<file path="src/cxs_pkg.sv">
package cxs_pkg;
  // register file map
  localparam logic [7:0] PTR0_ADDR = 8'hd6;
  localparam logic [7:0] PTR1_ADDR = 8'hd7;
  localparam logic [7:0] PTR0_RST = 8'h00;
  localparam logic [7:0] PTR1_RST = 8'h00;
  localparam logic [7:0] FLAGS_RST = 8'h00;
  // flag bit positions
  localparam int FLG_C = 7;
  localparam int FLG_Z = 6;
  localparam int FLG_S = 5;
  localparam int FLG_V = 4;
  localparam int FLG_D = 3;
  localparam int FLG_H = 2;
  // execution steps and instruction lengths in cycles
  localparam logic [2:0] STEP_SRC_PTR = 3'h1;
  localparam logic [2:0] STEP_DST_PTR = 3'h2;
  localparam logic [2:0] STEP_SRC_RD = 3'h3;
  localparam logic [2:0] STEP_EXEC = 3'h4;
  localparam logic [2:0] CYC_SHORT = 3'h4;
  localparam logic [2:0] CYC_LONG = 3'h6;

  typedef enum logic [3:0] {
    idle_op,
    carry_set_op,
    arith_right_shift_op,
    pointer_load_op,
    stop_op,
    sub_op,
    swap_op,
    inverted_mask_test_op
  } cxs_op_t;

  typedef struct packed {
    cxs_op_t op;
    logic dst_ind;
    logic src_ind;
    logic src_imm;
    logic wide;
    logic [7:0] dst;
    logic [7:0] src;
  } cxs_cmd_t;

  typedef struct packed {
    logic [7:0] addr;
    logic we;
    logic [7:0] wdata;
  } cxs_rf_req_t;
endpackage

</file>
<file path="src/cxs_exec.sv">
module cxs_exec (
  input wire logic clk, // core clock
  input wire logic srst, // sync reset
  input wire logic cmd_valid, // decoder offers command
  output logic cmd_ready, // block idle
  input cxs_pkg::cxs_cmd_t cmd, // decoded instruction
  output logic done, // instruction finished
  output cxs_pkg::cxs_rf_req_t rf_req, // register file access
  input wire logic [7:0] rf_rdata, // register file read data
  input wire logic external_reset_pin_n, // reset pin
  input wire logic ext_irq, // external interrupt pin
  output logic [7:0] flags, // flag register
  output logic [7:0] window_pointer_zero, // pointer zero
  output logic [7:0] window_pointer_one, // pointer one
  output logic cpu_clk_en, // processor clock run
  output logic sys_clk_en, // system clock run
  output logic stopped // stop mode
);

  typedef enum logic [1:0] {md_idle, md_run, md_stop} cxs_mode_t;

  typedef struct packed {
    cxs_mode_t mode;
    logic [2:0] cnt;
    logic [2:0] target;
    cxs_pkg::cxs_cmd_t cmd;
    logic [7:0] dst_adr;
    logic [7:0] src_adr;
    logic [7:0] src_val;
    logic [7:0] flags;
    logic [7:0] ptr0;
    logic [7:0] ptr1;
    logic done;
    logic [2:0] rst_s;
    logic [2:0] irq_s;
    logic rst_f;
    logic irq_f;
  } cxs_state_t;

  cxs_state_t s_reg, s_next;
  logic [7:0] rd;
  logic [7:0] res;
  logic wr;
  logic borrow;
  logic exec;
  logic [7:0] adr;

  function automatic logic [7:0] zs_flags(input logic [7:0] f, input logic [7:0] r);
    logic [7:0] o;
    o = f;
    o[cxs_pkg::FLG_Z] = (r == 8'h00);
    o[cxs_pkg::FLG_S] = r[7];
    return o;
  endfunction

  function automatic logic two_op(input cxs_pkg::cxs_op_t op);
    return (op == cxs_pkg::sub_op) || (op == cxs_pkg::inverted_mask_test_op);
  endfunction

  assign exec = (s_reg.mode == md_run) && (s_reg.cnt == cxs_pkg::STEP_EXEC);

  ////////////////////////////////////////////////////////////////
  // register file address and read mux
  always_comb begin
    adr = 8'h00;
    case (s_reg.cnt)
      cxs_pkg::STEP_SRC_PTR: adr = s_reg.src_adr;
      cxs_pkg::STEP_DST_PTR: adr = s_reg.dst_adr;
      cxs_pkg::STEP_SRC_RD: adr = s_reg.src_adr;
      cxs_pkg::STEP_EXEC: adr = s_reg.dst_adr;
      default: adr = 8'h00;
    endcase
    if (adr == cxs_pkg::PTR0_ADDR) begin
      rd = s_reg.ptr0;
    end else if (adr == cxs_pkg::PTR1_ADDR) begin
      rd = s_reg.ptr1;
    end else begin
      rd = rf_rdata;
    end
  end

  ////////////////////////////////////////////////////////////////
  // execution
  always_comb begin
    s_next = s_reg;
    s_next.done = 1'b0;
    res = 8'h00;
    wr = 1'b0;
    borrow = 1'b0;
    rf_req.addr = adr;
    rf_req.we = 1'b0;
    rf_req.wdata = 8'h00;
    // pin synchronisers, change counts when stages two and three agree
    s_next.rst_s = {s_reg.rst_s[1:0], external_reset_pin_n};
    s_next.irq_s = {s_reg.irq_s[1:0], ext_irq};
    if (s_reg.rst_s[1] == s_reg.rst_s[2]) begin
      s_next.rst_f = s_reg.rst_s[2];
    end
    if (s_reg.irq_s[1] == s_reg.irq_s[2]) begin
      s_next.irq_f = s_reg.irq_s[2];
    end
    case (s_reg.mode)
      md_idle: begin
        if (cmd_valid) begin
          s_next.cmd = cmd;
          s_next.dst_adr = cmd.dst;
          s_next.src_adr = cmd.src;
          s_next.src_val = cmd.src;
          s_next.cnt = cxs_pkg::STEP_SRC_PTR;
          s_next.target = (two_op(cmd.op) && (cmd.wide || cmd.src_ind)) ?
                          cxs_pkg::CYC_LONG : cxs_pkg::CYC_SHORT;
          s_next.mode = md_run;
        end
      end
      md_run: begin
        s_next.cnt = s_reg.cnt + 3'h1;
        case (s_reg.cnt)
          cxs_pkg::STEP_SRC_PTR: begin
            if (s_reg.cmd.src_ind && !s_reg.cmd.src_imm) begin
              s_next.src_adr = rd;
            end
          end
          cxs_pkg::STEP_DST_PTR: begin
            if (s_reg.cmd.dst_ind) begin
              s_next.dst_adr = rd;
            end
          end
          cxs_pkg::STEP_SRC_RD: begin
            if (!s_reg.cmd.src_imm) begin
              s_next.src_val = rd;
            end
          end
          cxs_pkg::STEP_EXEC: begin
            case (s_reg.cmd.op)
              cxs_pkg::carry_set_op: begin
                s_next.flags[cxs_pkg::FLG_C] = 1'b1;
              end
              cxs_pkg::arith_right_shift_op: begin
                res = {rd[7], rd[7:1]};
                wr = 1'b1;
                s_next.flags = zs_flags(s_reg.flags, res);
                s_next.flags[cxs_pkg::FLG_C] = rd[0];
                s_next.flags[cxs_pkg::FLG_V] = 1'b0;
              end
              cxs_pkg::pointer_load_op: begin
                case (s_reg.src_val[1:0])
                  2'b10: s_next.ptr0[7:3] = s_reg.src_val[7:3];
                  2'b01: s_next.ptr1[7:3] = s_reg.src_val[7:3];
                  2'b00: begin
                    s_next.ptr0[7:3] = {s_reg.src_val[7:4], 1'b0};
                    s_next.ptr1[7:3] = {s_reg.src_val[7:4], 1'b1};
                  end
                  default: s_next.ptr0 = s_reg.ptr0;
                endcase
              end
              cxs_pkg::sub_op: begin
                {borrow, res} = {1'b0, rd} - {1'b0, s_reg.src_val};
                wr = 1'b1;
                s_next.flags = zs_flags(s_reg.flags, res);
                s_next.flags[cxs_pkg::FLG_C] = borrow;
                s_next.flags[cxs_pkg::FLG_V] = (rd[7] != s_reg.src_val[7]) &&
                                               (res[7] == s_reg.src_val[7]);
                s_next.flags[cxs_pkg::FLG_D] = 1'b1;
                s_next.flags[cxs_pkg::FLG_H] = (rd[3:0] < s_reg.src_val[3:0]);
              end
              cxs_pkg::swap_op: begin
                res = {rd[3:0], rd[7:4]};
                wr = 1'b1;
                s_next.flags = zs_flags(s_reg.flags, res);
              end
              cxs_pkg::inverted_mask_test_op: begin
                res = ~rd & s_reg.src_val;
                s_next.flags = zs_flags(s_reg.flags, res);
                s_next.flags[cxs_pkg::FLG_V] = 1'b0;
              end
              default: res = 8'h00;
            endcase
            if (wr) begin
              if (s_reg.dst_adr == cxs_pkg::PTR0_ADDR) begin
                s_next.ptr0 = res;
              end else if (s_reg.dst_adr == cxs_pkg::PTR1_ADDR) begin
                s_next.ptr1 = res;
              end else begin
                rf_req.we = 1'b1;
                rf_req.wdata = res;
              end
            end
          end
          default: res = 8'h00;
        endcase
        if (s_reg.cnt == s_reg.target) begin
          s_next.cnt = 3'h0;
          if (s_reg.cmd.op == cxs_pkg::stop_op) begin
            s_next.mode = md_stop;
          end else begin
            s_next.mode = md_idle;
            s_next.done = 1'b1;
          end
        end
      end
      md_stop: begin
        // nothing but the pins is looked at; state is held
        if (!s_reg.rst_f || s_reg.irq_f) begin
          s_next.mode = md_idle;
          s_next.done = 1'b1;
        end
      end
      default: s_next.mode = md_idle;
    endcase
  end

  always_ff @(posedge clk) begin
    if (srst) begin
      s_reg <= '0;
      s_reg.mode <= md_idle;
      s_reg.flags <= cxs_pkg::FLAGS_RST;
      s_reg.ptr0 <= cxs_pkg::PTR0_RST;
      s_reg.ptr1 <= cxs_pkg::PTR1_RST;
      s_reg.rst_s <= 3'h7;
      s_reg.rst_f <= 1'b1;
    end else begin
      s_reg <= s_next;
    end
  end

  assign cmd_ready = (s_reg.mode == md_idle);
  assign done = s_reg.done;
  assign flags = s_reg.flags;
  assign window_pointer_zero = s_reg.ptr0;
  assign window_pointer_one = s_reg.ptr1;
  assign stopped = (s_reg.mode == md_stop);
  assign cpu_clk_en = !stopped;
  assign sys_clk_en = !stopped;
endmodule // cxs_exec

</file>
<file path="config.mk">
export PLATFORM = sky130hd
export DESIGN_NAME = cxs_exec
export DESIGN_NICKNAME = d
export VERILOG_FILES = /design/src/cxs_pkg.sv /design/src/cxs_exec.sv
export SDC_FILE = /design/constraint.sdc
export NUM_CORES = 1
export LEC_CHECK = 0
export BUFFER_PORTS_ARGS = -buffer_cell sky130_fd_sc_hd__buf_2
export CAP_MARGIN = 15
export CORE_MARGIN = 2
export CORE_UTILIZATION = 56
export CTS_CLUSTER_SIZE = 12
export DETAILED_ROUTE_END_ITERATION = 8
export PLACE_DENSITY = 0.8
export SETUP_SLACK_MARGIN = 0.05
export SLEW_MARGIN = 10
export SYNTH_ARGS = -nofsm -noshare
export SYNTH_HDL_FRONTEND = slang
export SYNTH_SLANG_ARGS = --single-unit
</file>
<file path="constraint.sdc">
create_clock -name clk -period 4.8 [get_ports clk]
set_clock_uncertainty 0.1 [all_clocks]
set_input_delay 0 -clock clk [delete_from_list [all_inputs] [get_ports clk]]
set_output_delay 0 -clock clk [all_outputs]
set_load 0.01 [all_outputs]
</file>
==> out/metrics.csv, run 1 <==
stage,metric,value,unit
setup_path,Worst Path Required,4700,ps
floorplanning,core footprint,0.00769,sq mm
sta,Slew HR,25.6,%
final_layout,FF/Latch Area,0.00139,sq mm
clock_network,Worst-Skew Late Latency,340,ps
worst_hold_path,worst hold path depth,3,
detailed_routing,vias per std cell,6.19,
grt,GR Overflow Total,0,
final_layout,Layout area overhead,19.2,%
sta,actual slew at the worst max-slew pin,1110,ps
grt,antenna violations before repair,0,
power_and_ir_drop,Pwr Density,308,mW/mm^2
setup_path,CP Cell Sequence,inv_1 > ha_1 > and2_2 > o2bb2ai_1 > nand4_2 > nor4_4 > buf_6 > mux2_2 > ha_1 > a211oi_1 > a21oi_1 > nor3b_1 > a311oi_2 > nor2_1 > a221oi_2 > a21oi_1 > buf_2,
setup_path,Crit. path cell count,17,
grt,largest net degree at the start of global routing,43,
setup_path,Max Fanout on Critical Path,12,
detailed_routing,DRC violations left,0,
sta,period utilization,95.6,%
synthesis,Cells after Synth,545,
synthesis,Synthesis Warnings,0,
worst_hold_path,worst hold start,cmd[5],
setup_path,family with the most delay on the worst path,compound AO/OA/AOI/OAI gates,
detailed_routing,DRT Pass-1 Iters,6,
final_layout,Final #Nets,684,
flow_run,max cap viols,0,
sta,setup_tns,0,ps
grt,number of global-route vias before repair,4315,
final_layout,filler cell count,672,
place,HPWL Detailed,10000,microns
setup_path,Critical Path End Type,primary output,
clock_network,CTS sink count,69,
clock_network,cell chosen for the clock root,clkbuf_8,
detailed_routing,vias,4504,
sta,"Slew Viols, Final",0,
clock_network,CTS Buffer Depth,2,
grt,first-pass GRT wire length,22200,microns
synthesis,largest area contributor in the netlist,dfxtp_1,
detailed_routing,Initial DRC Count,336,
final_layout,layout cells sized above 1,23.2,%
setup_path,Crit path buffers/inverters,3,
synthesis,Post-Syn Area,0.00442,sq mm
synthesis,Synth top cells by count,"dfxtp_1, nor2_1, nand2_1, a21oi_1",
sta,RSZ-0062 raised after global routing,yes,
sta,fmax,218,MHz
clock_network,CTS tree,done,
floorplanning,Die ar.,0.00863,sq mm
synthesis,post-synthesis cell type count,61,
setup_path,CP max stage delay,420,ps
setup_path,critical path data arrival time,4490,ps
final_layout,Finished Core Util,68.6,%
final_layout,"Design Area, Final",0.00528,sq mm
synthesis,Post-synth EDFFs,0,
setup_path,critical path launch point type,register,
synthesis,#FFs+latches synth,69,
setup_path,critical path class,register to primary output,
place,post-placement cell area,0.00470,sq mm
synthesis,Mean Syn Cell Area,8.12,sq um
setup_path,FF-to-FF path depth,17,
setup_path,critical path startpoint,s_reg[84],
synthesis,"count leader, synth",dfxtp_1,
final_layout,Multi-input gate area,0.00266,sq mm
floorplanning,Initial Util,57.6,%
synthesis,post-synthesis async set-or-reset flop share,0,%
status,status,completed,
clock_network,H-tree levels,3,
floorplanning,number of top-level design ports,83,
synthesis,register area share after synthesis,31.2,%
grt,total track usage,33.2,%
sta,Period minus WS final,4590,ps
worst_hold_path,HP Class,primary input to register,
synthesis,post-synth top area share,31.2,%
detailed_routing,Avg WL per Cell,19.4,microns
synthesis,"Top FF cell, synth",dfxtp_1,
detailed_routing,Routed Antenna Nets,0,
final_layout,Diodes inserted,0,
clock_network,"Reg clk slew, reported paths",80,ps
final_layout,Largest register FFs,42,
floorplanning,chip width,92.9,microns
power_and_ir_drop,worst vdd ir,0.207,mV
place,Port-buffer cells,80,
floorplanning,cell row count,32,
power_and_ir_drop,Leakage,0.00225,uW
sta,Setup-failing EPs final,0,
sta,"Hold Violations, Final",0,
detailed_routing,Post-Route WL,14100,microns
floorplanning,Die Ht,92.9,microns
clock_network,CTS buffer count,9,
place,GP Congestion,0.976,
synthesis,"top cells by area, synth","dfxtp_1, ha_1, a22oi_1, nor2_1, a211oi_1",
setup_path,Critical Path Slowest Stage Cell,mux2_2,
setup_path,reg2reg start,s_reg[84],
==> power by group <==
| part | leakage [uW] | internal (uW) | switching, uW | total, uW |
|---|---|---|---|---|
| registers | 0.000566 | 613 | 48.1 | 661 |
| logic | 0.00156 | 146 | 221 | 367 |
| clock network | 0.000124 | 362 | 234 | 595 |
==> cells in the final DEF, fill, tap and decap left out, types with 4 or more instances in the layout <==
master         count
a22oi_1           30
nor3_1            13
ha_1              24
inv_1             30
o22ai_1            4
nor4_1             8
nand2_1           43
or4_1              5
mux2_2            14
clkbuf_8          10
mux2i_1            7
buf_4             12
o21bai_1           8
buf_2             80
nor2b_1            6
a31oi_1           10
a21oi_1           36
a211oi_1          28
dlygate4sd3_1     23
or2_2              4
nand2b_1           6
xnor2_1            4
xor2_1             4
dfxtp_1           66
nor2_1            60
o21ai_0           18
==> kinds of logic (layout without fill, tap and decap cells) <==
| kind of cell | count (synthesis) | count (layout) | synth area share [%] |
|---|---|---|---|
| other | 1 | 2 | 0.0848 |
| adders and majority gates | 26 | 26 | 7.52 |
| AOI/OAI and AO/OA | 168 | 168 | 26.0 |
| buffers and inverters | 83 | 163 | 9.59 |
| xor gates and xnor gates | 8 | 8 | 1.58 |
| and+or+nand+nor | 168 | 168 | 18.6 |
| DFF | 69 | 69 | 31.2 |
| muxes | 22 | 22 | 5.40 |
==> layer usage <==
metal | vias up | track usage [%] | share of wire (%)
met4 | 0 | 12.7 | 2.9
met5 | - | 0 | 0
li1 | 2110 | - | -
met1 | 2122 | 42.3 | 41
met3 | 35 | 5.94 | 7.5
met2 | 237 | 55.7 | 48
==> area by class of cell <==
type                            instances  area share (%)
Timing Repair Buffer                  117            14.0
Sequential cell                        69            26.3
Tap cell                              102            2.42
Clock inverter                          5            2.04
Multi-Input combinational cell        394            50.5
Inverter                               30            2.13
Clock buffer                           11            2.68
==> worst min-delay path: cells and delay by family <==
kind	cells	cell delay, ps
compound gates	2	320
buf+inv	1	80
==> worst paths after layout <==
path         slack [ps]                     to
max reg2reg         420  window_pointer_one[6]
min reg2reg         310              s_next[7]
max                 210              rf_req[7]
min                  10              s_reg[46]
==> timing repair <==
action                                  in CTS  in global routing
hold buffers                                23                  0
setup buffers                                0                  5
cloned                                       0                  0
pin swaps                                    0                  1
resized for setup                            3                  9
endpoints found under the setup margin       2                  4
hold endpoints to repair                    27                  0
==> through the flow <==
step,hold WS [ps],instances,total power (uW),worst slack [ps]
after floorplan,3.81,546,899,646
after global placement,81.0,682,997,371
after detailed placement,86.9,682,1000,245
after CTS,2.82,721,1610,80.6
after global routing,39.1,728,1700,-29.5
final,9.56,728,1620,212
(Power assumes the default switching activity.)
==> run 2, diff against run 1 <==
--- a/config.mk
+++ b/config.mk
@@ -5,12 +5,12 @@
 export SDC_FILE = /design/constraint.sdc
 export NUM_CORES = 1
 export LEC_CHECK = 0
-export BUFFER_PORTS_ARGS = -buffer_cell sky130_fd_sc_hd__buf_2
 export CAP_MARGIN = 15
 export CORE_MARGIN = 2
-export CORE_UTILIZATION = 56
+export CORE_UTILIZATION = 64
 export CTS_CLUSTER_SIZE = 12
 export DETAILED_ROUTE_END_ITERATION = 8
+export DONT_BUFFER_PORTS = 1
 export PLACE_DENSITY = 0.8
 export SETUP_SLACK_MARGIN = 0.05
 export SLEW_MARGIN = 10
==> run 2 against run 1 <==
Effect of this change: sequential power is essentially flat; core utilization grew 5.0 points; final cell count shrank 13%; non-clock buffer count shrank 70; maximum frequency grew 1.2%; combinational power shrank 2%; global-route usage grew 2.4 points; critical path depth is the same; worst hold slack gained 49 ps; largest cell class unchanged.
==> out/metrics.csv, run 2 (synthesis gave the netlist of run 1 again) <==
stage,metric,value,unit,change
power_and_ir_drop,Pwr Density,325,mW/mm^2,was 308 mW/mm^2
floorplanning,number of top-level design ports,83,,unchanged
final_layout,Diodes inserted,0,,unchanged
floorplanning,Die Ht,87.1,microns,was 92.9 microns
floorplanning,core footprint,0.00676,sq mm,was 0.00769 sq mm
floorplanning,cell row count,30,,was 32
sta,actual slew at the worst max-slew pin,1120,ps,was 1110 ps
place,Port-buffer cells,0,,was 80
clock_network,"Reg clk slew, reported paths",80,ps,about the same
final_layout,Layout area overhead,12.5,%,was 19.2%
place,placed cells,581,,was 682
final_layout,Non-Filler Instances,636,,was 728
setup_path,Worst Path Required,4700,ps,about the same
floorplanning,Die ar.,0.00759,sq mm,was 0.00863 sq mm
grt,total track usage,35.6,%,was 33.2%
flow_run,max cap viols,0,,unchanged
detailed_routing,Avg WL per Cell,21.2,microns,was 19.4 microns
clock_network,H-tree levels,3,,unchanged
sta,Setup-failing EPs final,0,,unchanged
sta,"Slew Viols, Final",0,,unchanged
sta,RSZ-0062 raised after global routing,no,,was yes
grt,largest net degree at the start of global routing,70,,was 43
sta,Slew HR,24.9,%,was 25.6%
grt,GR Overflow Total,0,,unchanged
final_layout,most frequent cells in the layout,"dfxtp_1, nor2_1, nand2_1, a21oi_1, dlygate4sd3_1",,"was buf_2, dfxtp_1, nor2_1, nand2_1, a21oi_1"
clock_network,Worst-Skew Late Latency,370,ps,was 340 ps
place,GP Congestion,0.973,,was 0.976
setup_path,critical path launch point type,register,,unchanged
detailed_routing,Routed Antenna Nets,0,,unchanged
clock_network,CTS tree,done,,unchanged
sta,period utilization,94.4,%,was 95.6%
power_and_ir_drop,Leakage,0.00191,uW,was 0.00225 uW
sta,Hold Slack,58.5,ps,was 9.56 ps
clock_network,CTS buffer count,9,,unchanged
detailed_routing,Initial DRC Count,492,,was 336
final_layout,Largest register FFs,42,,unchanged
sta,setup_tns,0,ps,unchanged
worst_hold_path,HP Class,primary input to register,,unchanged
clock_network,CTS Buffer Depth,2,,unchanged
sta,"Hold Violations, Final",0,,unchanged
detailed_routing,DRT Pass-1 Iters,6,,unchanged
detailed_routing,Post-Route WL,13500,microns,was 14100 microns
worst_hold_path,worst hold path depth,3,,unchanged
clock_network,cell chosen for the clock root,clkbuf_8,,unchanged
setup_path,Critical Path End Type,primary output,,unchanged
power_and_ir_drop,worst vdd ir,0.244,mV,was 0.207 mV
floorplanning,Initial Util,65.5,%,was 57.6%
setup_path,critical path data arrival time,4430,ps,was 4490 ps
setup_path,critical path class,register to primary output,,unchanged
grt,first-pass GRT wire length,20600,microns,was 22200 microns
grt,antenna violations before repair,0,,unchanged
setup_path,FF-to-FF path depth,17,,unchanged
detailed_routing,DRC violations left,0,,unchanged
detailed_routing,vias,4347,,was 4504
final_layout,layout cells sized above 1,11.5,%,was 23.2%
floorplanning,chip width,87.1,microns,was 92.9 microns
detailed_routing,vias per std cell,6.83,,was 6.19
setup_path,Max Fanout on Critical Path,12,,unchanged
place,HPWL Detailed,9290,microns,was 10000 microns
final_layout,"commonest non-fill, non-tap cell in the layout",dfxtp_1,,was buf_2
sta,fmax,221,MHz,was 218 MHz
status,status,completed,,unchanged
clock_network,CTS sink count,69,,unchanged
sta,Period minus WS final,4530,ps,was 4590 ps
final_layout,Final #Nets,614,,was 684
grt,number of global-route vias before repair,3964,,was 4315
## run 2: changes by cell type in the layout (fill, tap and decap cells not counted), moves of 2 or more
cell / change
dlygate4sd3_1: +11
a221oi_2: -2
buf_2: -80
a221oi_1: +2
buf_4: -2
inv_6: +2
## run 2: routing by layer
layer	track usage [%]	share of wire, %	vias up
met5	0	0	-
met4	15.0	3.8	0
met3	9.19	9.7	55
met2	55.8	46	272
met1	46.6	41	2047
li1	-	-	1973
## run 2: final cells by class
| class | instances | area (sq um) |
|---|---|---|
| clock inverter | 7 | 121 |
| multi-input combinational | 394 | 2670 |
| clock buffer | 9 | 124 |
| fill | 528 | 1780 |
| sequential | 69 | 1390 |
| timing repair buffer | 47 | 465 |
| tap | 80 | 100 |
| inverter | 30 | 113 |
## run 2: path summary, 6_finish.rpt
kind,startpoint,to,slack [ps]
max,s_reg[84],rf_req[7],270
min,rf_rdata[6],window_pointer_one[2],60
max reg2reg,s_reg[84],window_pointer_zero[6],360
min reg2reg,s_next[6],s_next[7],320
## run 2: what timing repair did
item                       CTS  global route
setup buffers                0             1
hold buffers                35             0
gates resized for setup      2            13
hold endpoints to repair    69             0
setup endpoints to repair    2            12
cloned                       0             0
pin swaps                    0             1
## run 2: worst max-delay path: stages (launching register included)
cell and delay, ps:
dfxtp_4 420, inv_1 110, ha_1 230, and2_2 250, nand2_1 110, o21ai_0 270, nor4_4 240, buf_6 210
mux2_2 430, ha_1 350, a211oi_1 250, a21oi_1 150, nor3b_1 170, a311oi_2 300, nor2_1 70, a221oi_1 220
buf_4 180, a21oi_1 120
## run 2: power breakdown
part / internal [uW] / switching [uW] / total (uW)
sequential: 613 / 51.0 / 664
combinational: 145 / 213 / 358
clock: 349 / 246 / 594
## run 2: stage by stage
stage	total power [uW]	setup WS (ps)	utilization, %	instance area (sq um)
after floorplan	899	646	-	4430
after global placement	961	369	63.3	4280
after detailed placement	969	295	63.3	4280
after CTS	1590	112	72.5	4900
after global routing	1680	46.3	73.6	4980
final	1620	268	73.6	4980
==> run 3, diff against run 2 <==
--- a/config.mk
+++ b/config.mk
@@ -5,6 +5,7 @@
 export SDC_FILE = /design/constraint.sdc
 export NUM_CORES = 1
 export LEC_CHECK = 0
+export ABC_AREA = 1
 export CAP_MARGIN = 15
 export CORE_MARGIN = 2
 export CORE_UTILIZATION = 64
==> run 3 against run 2 <==
Effect of this change: non-clock buffer count fell by 15; clock power is 18% lower; core utilization decreased by 2.9 points; first-iteration DRC count fell by 21%; via count up 9.2%; total power rose by 17%; count of clock-buffer cells in the layout unchanged; worst hold slack improved by 10 ps; maximum frequency increased by 3.7%.
==> out/metrics.csv, run 3 <==
stage,metric,value,unit,change
detailed_routing,DRC violations left,0,,unchanged
place,HPWL Detailed,9940,microns,was 9290 microns
power_and_ir_drop,Comb pwr share,35.4,%,was 22.2%
place,Port-buffer cells,0,,unchanged
detailed_routing,Post-Route WL,13900,microns,was 13500 microns
final_layout,Diodes inserted,0,,unchanged
clock_network,CTS Buffer Depth,2,,unchanged
clock_network,CTS buffer count,9,,unchanged
grt,antenna violations before repair,0,,unchanged
synthesis,Cells after Synth,716,,was 545
synthesis,post-synth top area share,29.5,%,was 31.2%
final_layout,layout cells sized above 1,7.63,%,was 11.5%
synthesis,Post-Syn Area,0.00469,sq mm,was 0.00442 sq mm
detailed_routing,Routed Antenna Nets,0,,unchanged
final_layout,Finished Core Util,70.7,%,was 73.6%
sta,RSZ-0062 raised after global routing,no,,unchanged
synthesis,"Top FF cell, synth",dfxtp_1,,unchanged
synthesis,post-synthesis async set-or-reset flop share,0,%,unchanged
floorplanning,Die ar.,0.00803,sq mm,was 0.00759 sq mm
sta,"Slew Viols, Final",0,,unchanged
clock_network,CTS sink count,69,,unchanged
power_and_ir_drop,Clk pwr share,25.8,%,was 36.8%
power_and_ir_drop,Leakage,0.00235,uW,was 0.00191 uW
detailed_routing,DRT Pass-1 Iters,7,,was 6
final_layout,Final #Nets,779,,was 614
synthesis,#FFs+latches synth,69,,unchanged
floorplanning,number of top-level design ports,83,,unchanged
setup_path,CP Cell Sequence,inv_1 > ha_1 > nand2_1 > nand2_4 > a21oi_2 > nand2_2 > nor2_8 > nand2_2 > nand2_1 > nand2_1 > nand2_1 > ha_1 > inv_1 > fa_1 > a31o_2 > xor2_1 > nand2_1 > o21ai_0 > inv_1 > and3_1 > or2_1 > inv_1,,was inv_1 > ha_1 > and2_2 > nand2_1 > o21ai_0 > nor4_4 > buf_6 > mux2_2 > ha_1 > a211oi_1 > a21oi_1 > nor3b_1 > a311oi_2 > nor2_1 > a221oi_1 > buf_4 > a21oi_1
final_layout,most frequent cells in the layout,"nand2_1, inv_1, dfxtp_1, o21ai_0, nor2_1",,"was dfxtp_1, nor2_1, nand2_1, a21oi_1, dlygate4sd3_1"
grt,total track usage,35.1,%,was 35.6%
power_and_ir_drop,Flop pwr share,38.8,%,was 41.1%
detailed_routing,Avg WL per Cell,17.0,microns,was 21.2 microns
floorplanning,chip width,89.6,microns,was 87.1 microns
grt,largest net degree at the start of global routing,39,,was 70
sta,setup_tns,0,ps,unchanged
final_layout,Layout area overhead,8.19,%,was 12.5%
setup_path,Critical Path Slowest Stage Cell,dfxtp_1,,was mux2_2
clock_network,# resized after CTS,0,,was 2
sta,Period minus WS final,4370,ps,was 4530 ps
final_layout,"commonest non-fill, non-tap cell in the layout",nand2_1,,was dfxtp_1
setup_path,Crit path buffers/inverters,4,,was 3
synthesis,Post-synth EDFFs,0,,unchanged
final_layout,"Design Area, Final",0.00507,sq mm,was 0.00498 sq mm
power_and_ir_drop,Pwr Density,374,mW/mm^2,was 325 mW/mm^2
clock_network,cell chosen for the clock root,clkbuf_8,,unchanged
synthesis,largest area contributor in the netlist,dfxtp_1,,unchanged
setup_path,CP max stage delay,450,ps,was 430 ps
sta,actual slew at the worst max-slew pin,1190,ps,was 1120 ps
final_layout,filler cell count,621,,was 528
power_and_ir_drop,switching power,776,uW,was 510 uW
synthesis,"count leader, synth",nand2_1,,was dfxtp_1
setup_path,critical path class,register to primary output,,unchanged
floorplanning,core footprint,0.00718,sq mm,was 0.00676 sq mm
synthesis,Synthesis Warnings,0,,unchanged
setup_path,Worst Path Required,4700,ps,about the same
synthesis,register area share after synthesis,29.5,%,was 31.2%
floorplanning,Initial Util,65.4,%,was 65.5%
power_and_ir_drop,internal power,1120,uW,was 1110 uW
worst_hold_path,worst hold start,cmd_valid,,was rf_rdata[6]
setup_path,Max Fanout on Critical Path,16,,was 12
setup_path,crit-path most repeated cell,nand2_1,,
place,post-placement cell area,0.00455,sq mm,was 0.00428 sq mm
grt,first-pass GRT wire length,21200,microns,was 20600 microns
clock_network,CTS tree,done,,unchanged
detailed_routing,Initial DRC Count,387,,was 492
clock_network,post-CTS setup-driven buffer insertion count,0,,unchanged
synthesis,Mean Syn Cell Area,6.55,sq um,was 8.12 sq um
synthesis,post-synthesis cell type count,48,,was 61
power_and_ir_drop,worst vdd ir,0.271,mV,was 0.244 mV
sta,fmax,229,MHz,was 221 MHz
synthesis,Synth top cells by count,"nand2_1, inv_1, dfxtp_1, o21ai_0, nor2_1",,"was dfxtp_1, nor2_1, nand2_1, a21oi_1"
sta,period utilization,91.1,%,was 94.4%
final_layout,Largest register FFs,42,,unchanged
sta,Setup-failing EPs final,0,,unchanged
setup_path,family with the most delay on the worst path,simple AND/OR/NAND/NOR gates,,was compound AO/OA/AOI/OAI gates
setup_path,critical path launch point type,register,,unchanged
setup_path,critical path startpoint,s_reg[84],,unchanged
detailed_routing,vias per std cell,5.79,,was 6.83
clock_network,"Reg clk slew, reported paths",80,ps,about the same
setup_path,reg2reg start,s_reg[84],,unchanged
worst_hold_path,HP Class,primary input to register,,unchanged
clock_network,Worst-Skew Late Latency,360,ps,was 370 ps
grt,GR Overflow Total,0,,unchanged
setup_path,Critical Path End Type,primary output,,unchanged
sta,"Hold Violations, Final",0,,unchanged
sta,Slew HR,20.5,%,was 24.9%
floorplanning,cell row count,31,,was 30
synthesis,"top cells by area, synth","dfxtp_1, nand2_1, inv_1, ha_1, o21ai_0",,"was dfxtp_1, ha_1, a22oi_1, nor2_1, a211oi_1"
clock_network,H-tree levels,3,,unchanged
power_and_ir_drop,Switching Share,40.9,%,was 31.5%
detailed_routing,vias,4748,,was 4347
status,status,completed,,unchanged
grt,number of global-route vias before repair,4347,,was 3964
flow_run,max cap viols,0,,unchanged
setup_path,critical path data arrival time,4270,ps,was 4430 ps
place,GP Congestion,0.954,,was 0.973
floorplanning,Die Ht,89.6,microns,was 87.1 microns
==> run 3: changes by cell type after synthesis, sizes merged, moves of 6 or more <==
cell,delta
a21oi,+16
a211oi,-27
inv,+75
nand2b,-6
nor3,-6
nor2b,-7
nand2,+140
nand4,+14
o21ai,+46
a22oi,-30
mux2,-15
mux2i,-7
nand3,+33
==> run 3: what timing repair did <==
action,in CTS,in global routing
setup endpoints to repair,0,0
endpoints found under the hold margin,59,0
hold buffers,32,0
==> run 3: worst register-to-register path, delay by kind of cell, from the launching register on <==
| kind | cells | cell delay, ps |
|---|---|---|
| AND/OR/NAND/NOR | 17 | 2080 |
| adder cells (fa/ha/maj) | 2 | 540 |
| flip-flops | 1 | 450 |
| AO/OA/AOI/OAI | 3 | 450 |
| buffers and inverters | 3 | 310 |
==> run 3: layout make-up <==
type / instances / area (sq um) / area share [%]
Timing Repair Buffer: 32 / 330 / 6.51
Sequential cell: 69 / 1380 / 27.2
Clock buffer: 9 / 124 / 2.44
Tap cell: 99 / 124 / 2.44
Inverter: 107 / 402 / 7.92
Clock inverter: 7 / 73.8 / 1.45
Multi-Input combinational cell: 497 / 2640 / 52.0
==> run 3: routing by layer <==
layer	share of wire (%)	track usage, %	vias to the layer above
li1	-	-	2287
met1	40	40.9	2128
met2	47	59.4	267
met3	7.2	6.12	66
met4	6.2	22.3	0
met5	0	0	-
==> run 3: power by group through the flow <==
stage          combinational [uW]  sequential, uW  clock, uW
5_1_grt                       753             742        512
2_1_floorplan                 495             721          0
4_1_cts                       650             728        491
3_5_place_dp                  618             741          0
3_3_place_gp                  608             738          0
6_report                      672             735        488
==> run 3: path summary, 6_finish.rpt <==
check	end	slack [ps]	cells past startpoint
max	rf_req[4]	430	22
min	s_reg[51]	70	4
max reg2reg	window_pointer_one[7]	770	25
min reg2reg	s_next[4]	310	2
==> run 3: stage by stage <==
| step | std cells | hold slack [ps] | total power (uW) | setup slack [ps] |
|---|---|---|---|---|
| detailed placement | 772 | -24.5 | 1360 | 843 |
| finish | 820 | 68.7 | 1900 | 428 |
| global placement | 772 | -27.4 | 1350 | 951 |
| global route | 820 | 86.8 | 2010 | 165 |
| CTS | 820 | 17.2 | 1870 | 477 |
| floorplan | 717 | 3.81 | 1220 | 1390 |
==> run 3: kinds of logic (layout without fill, tap and decap cells) <==
family                     Yosys count  after routing  synth area share, %
AOI/OAI and AO/OA                  146            146                 17.3
xor gates and xnor gates             5              5                0.934
adders and majority gates           26             26                 7.10
buffers and inverters              151            155                 14.4
DFF                                 69             69                 29.5
other                                1              2               0.0800
and+or+nand+nor                    318            318                 30.8
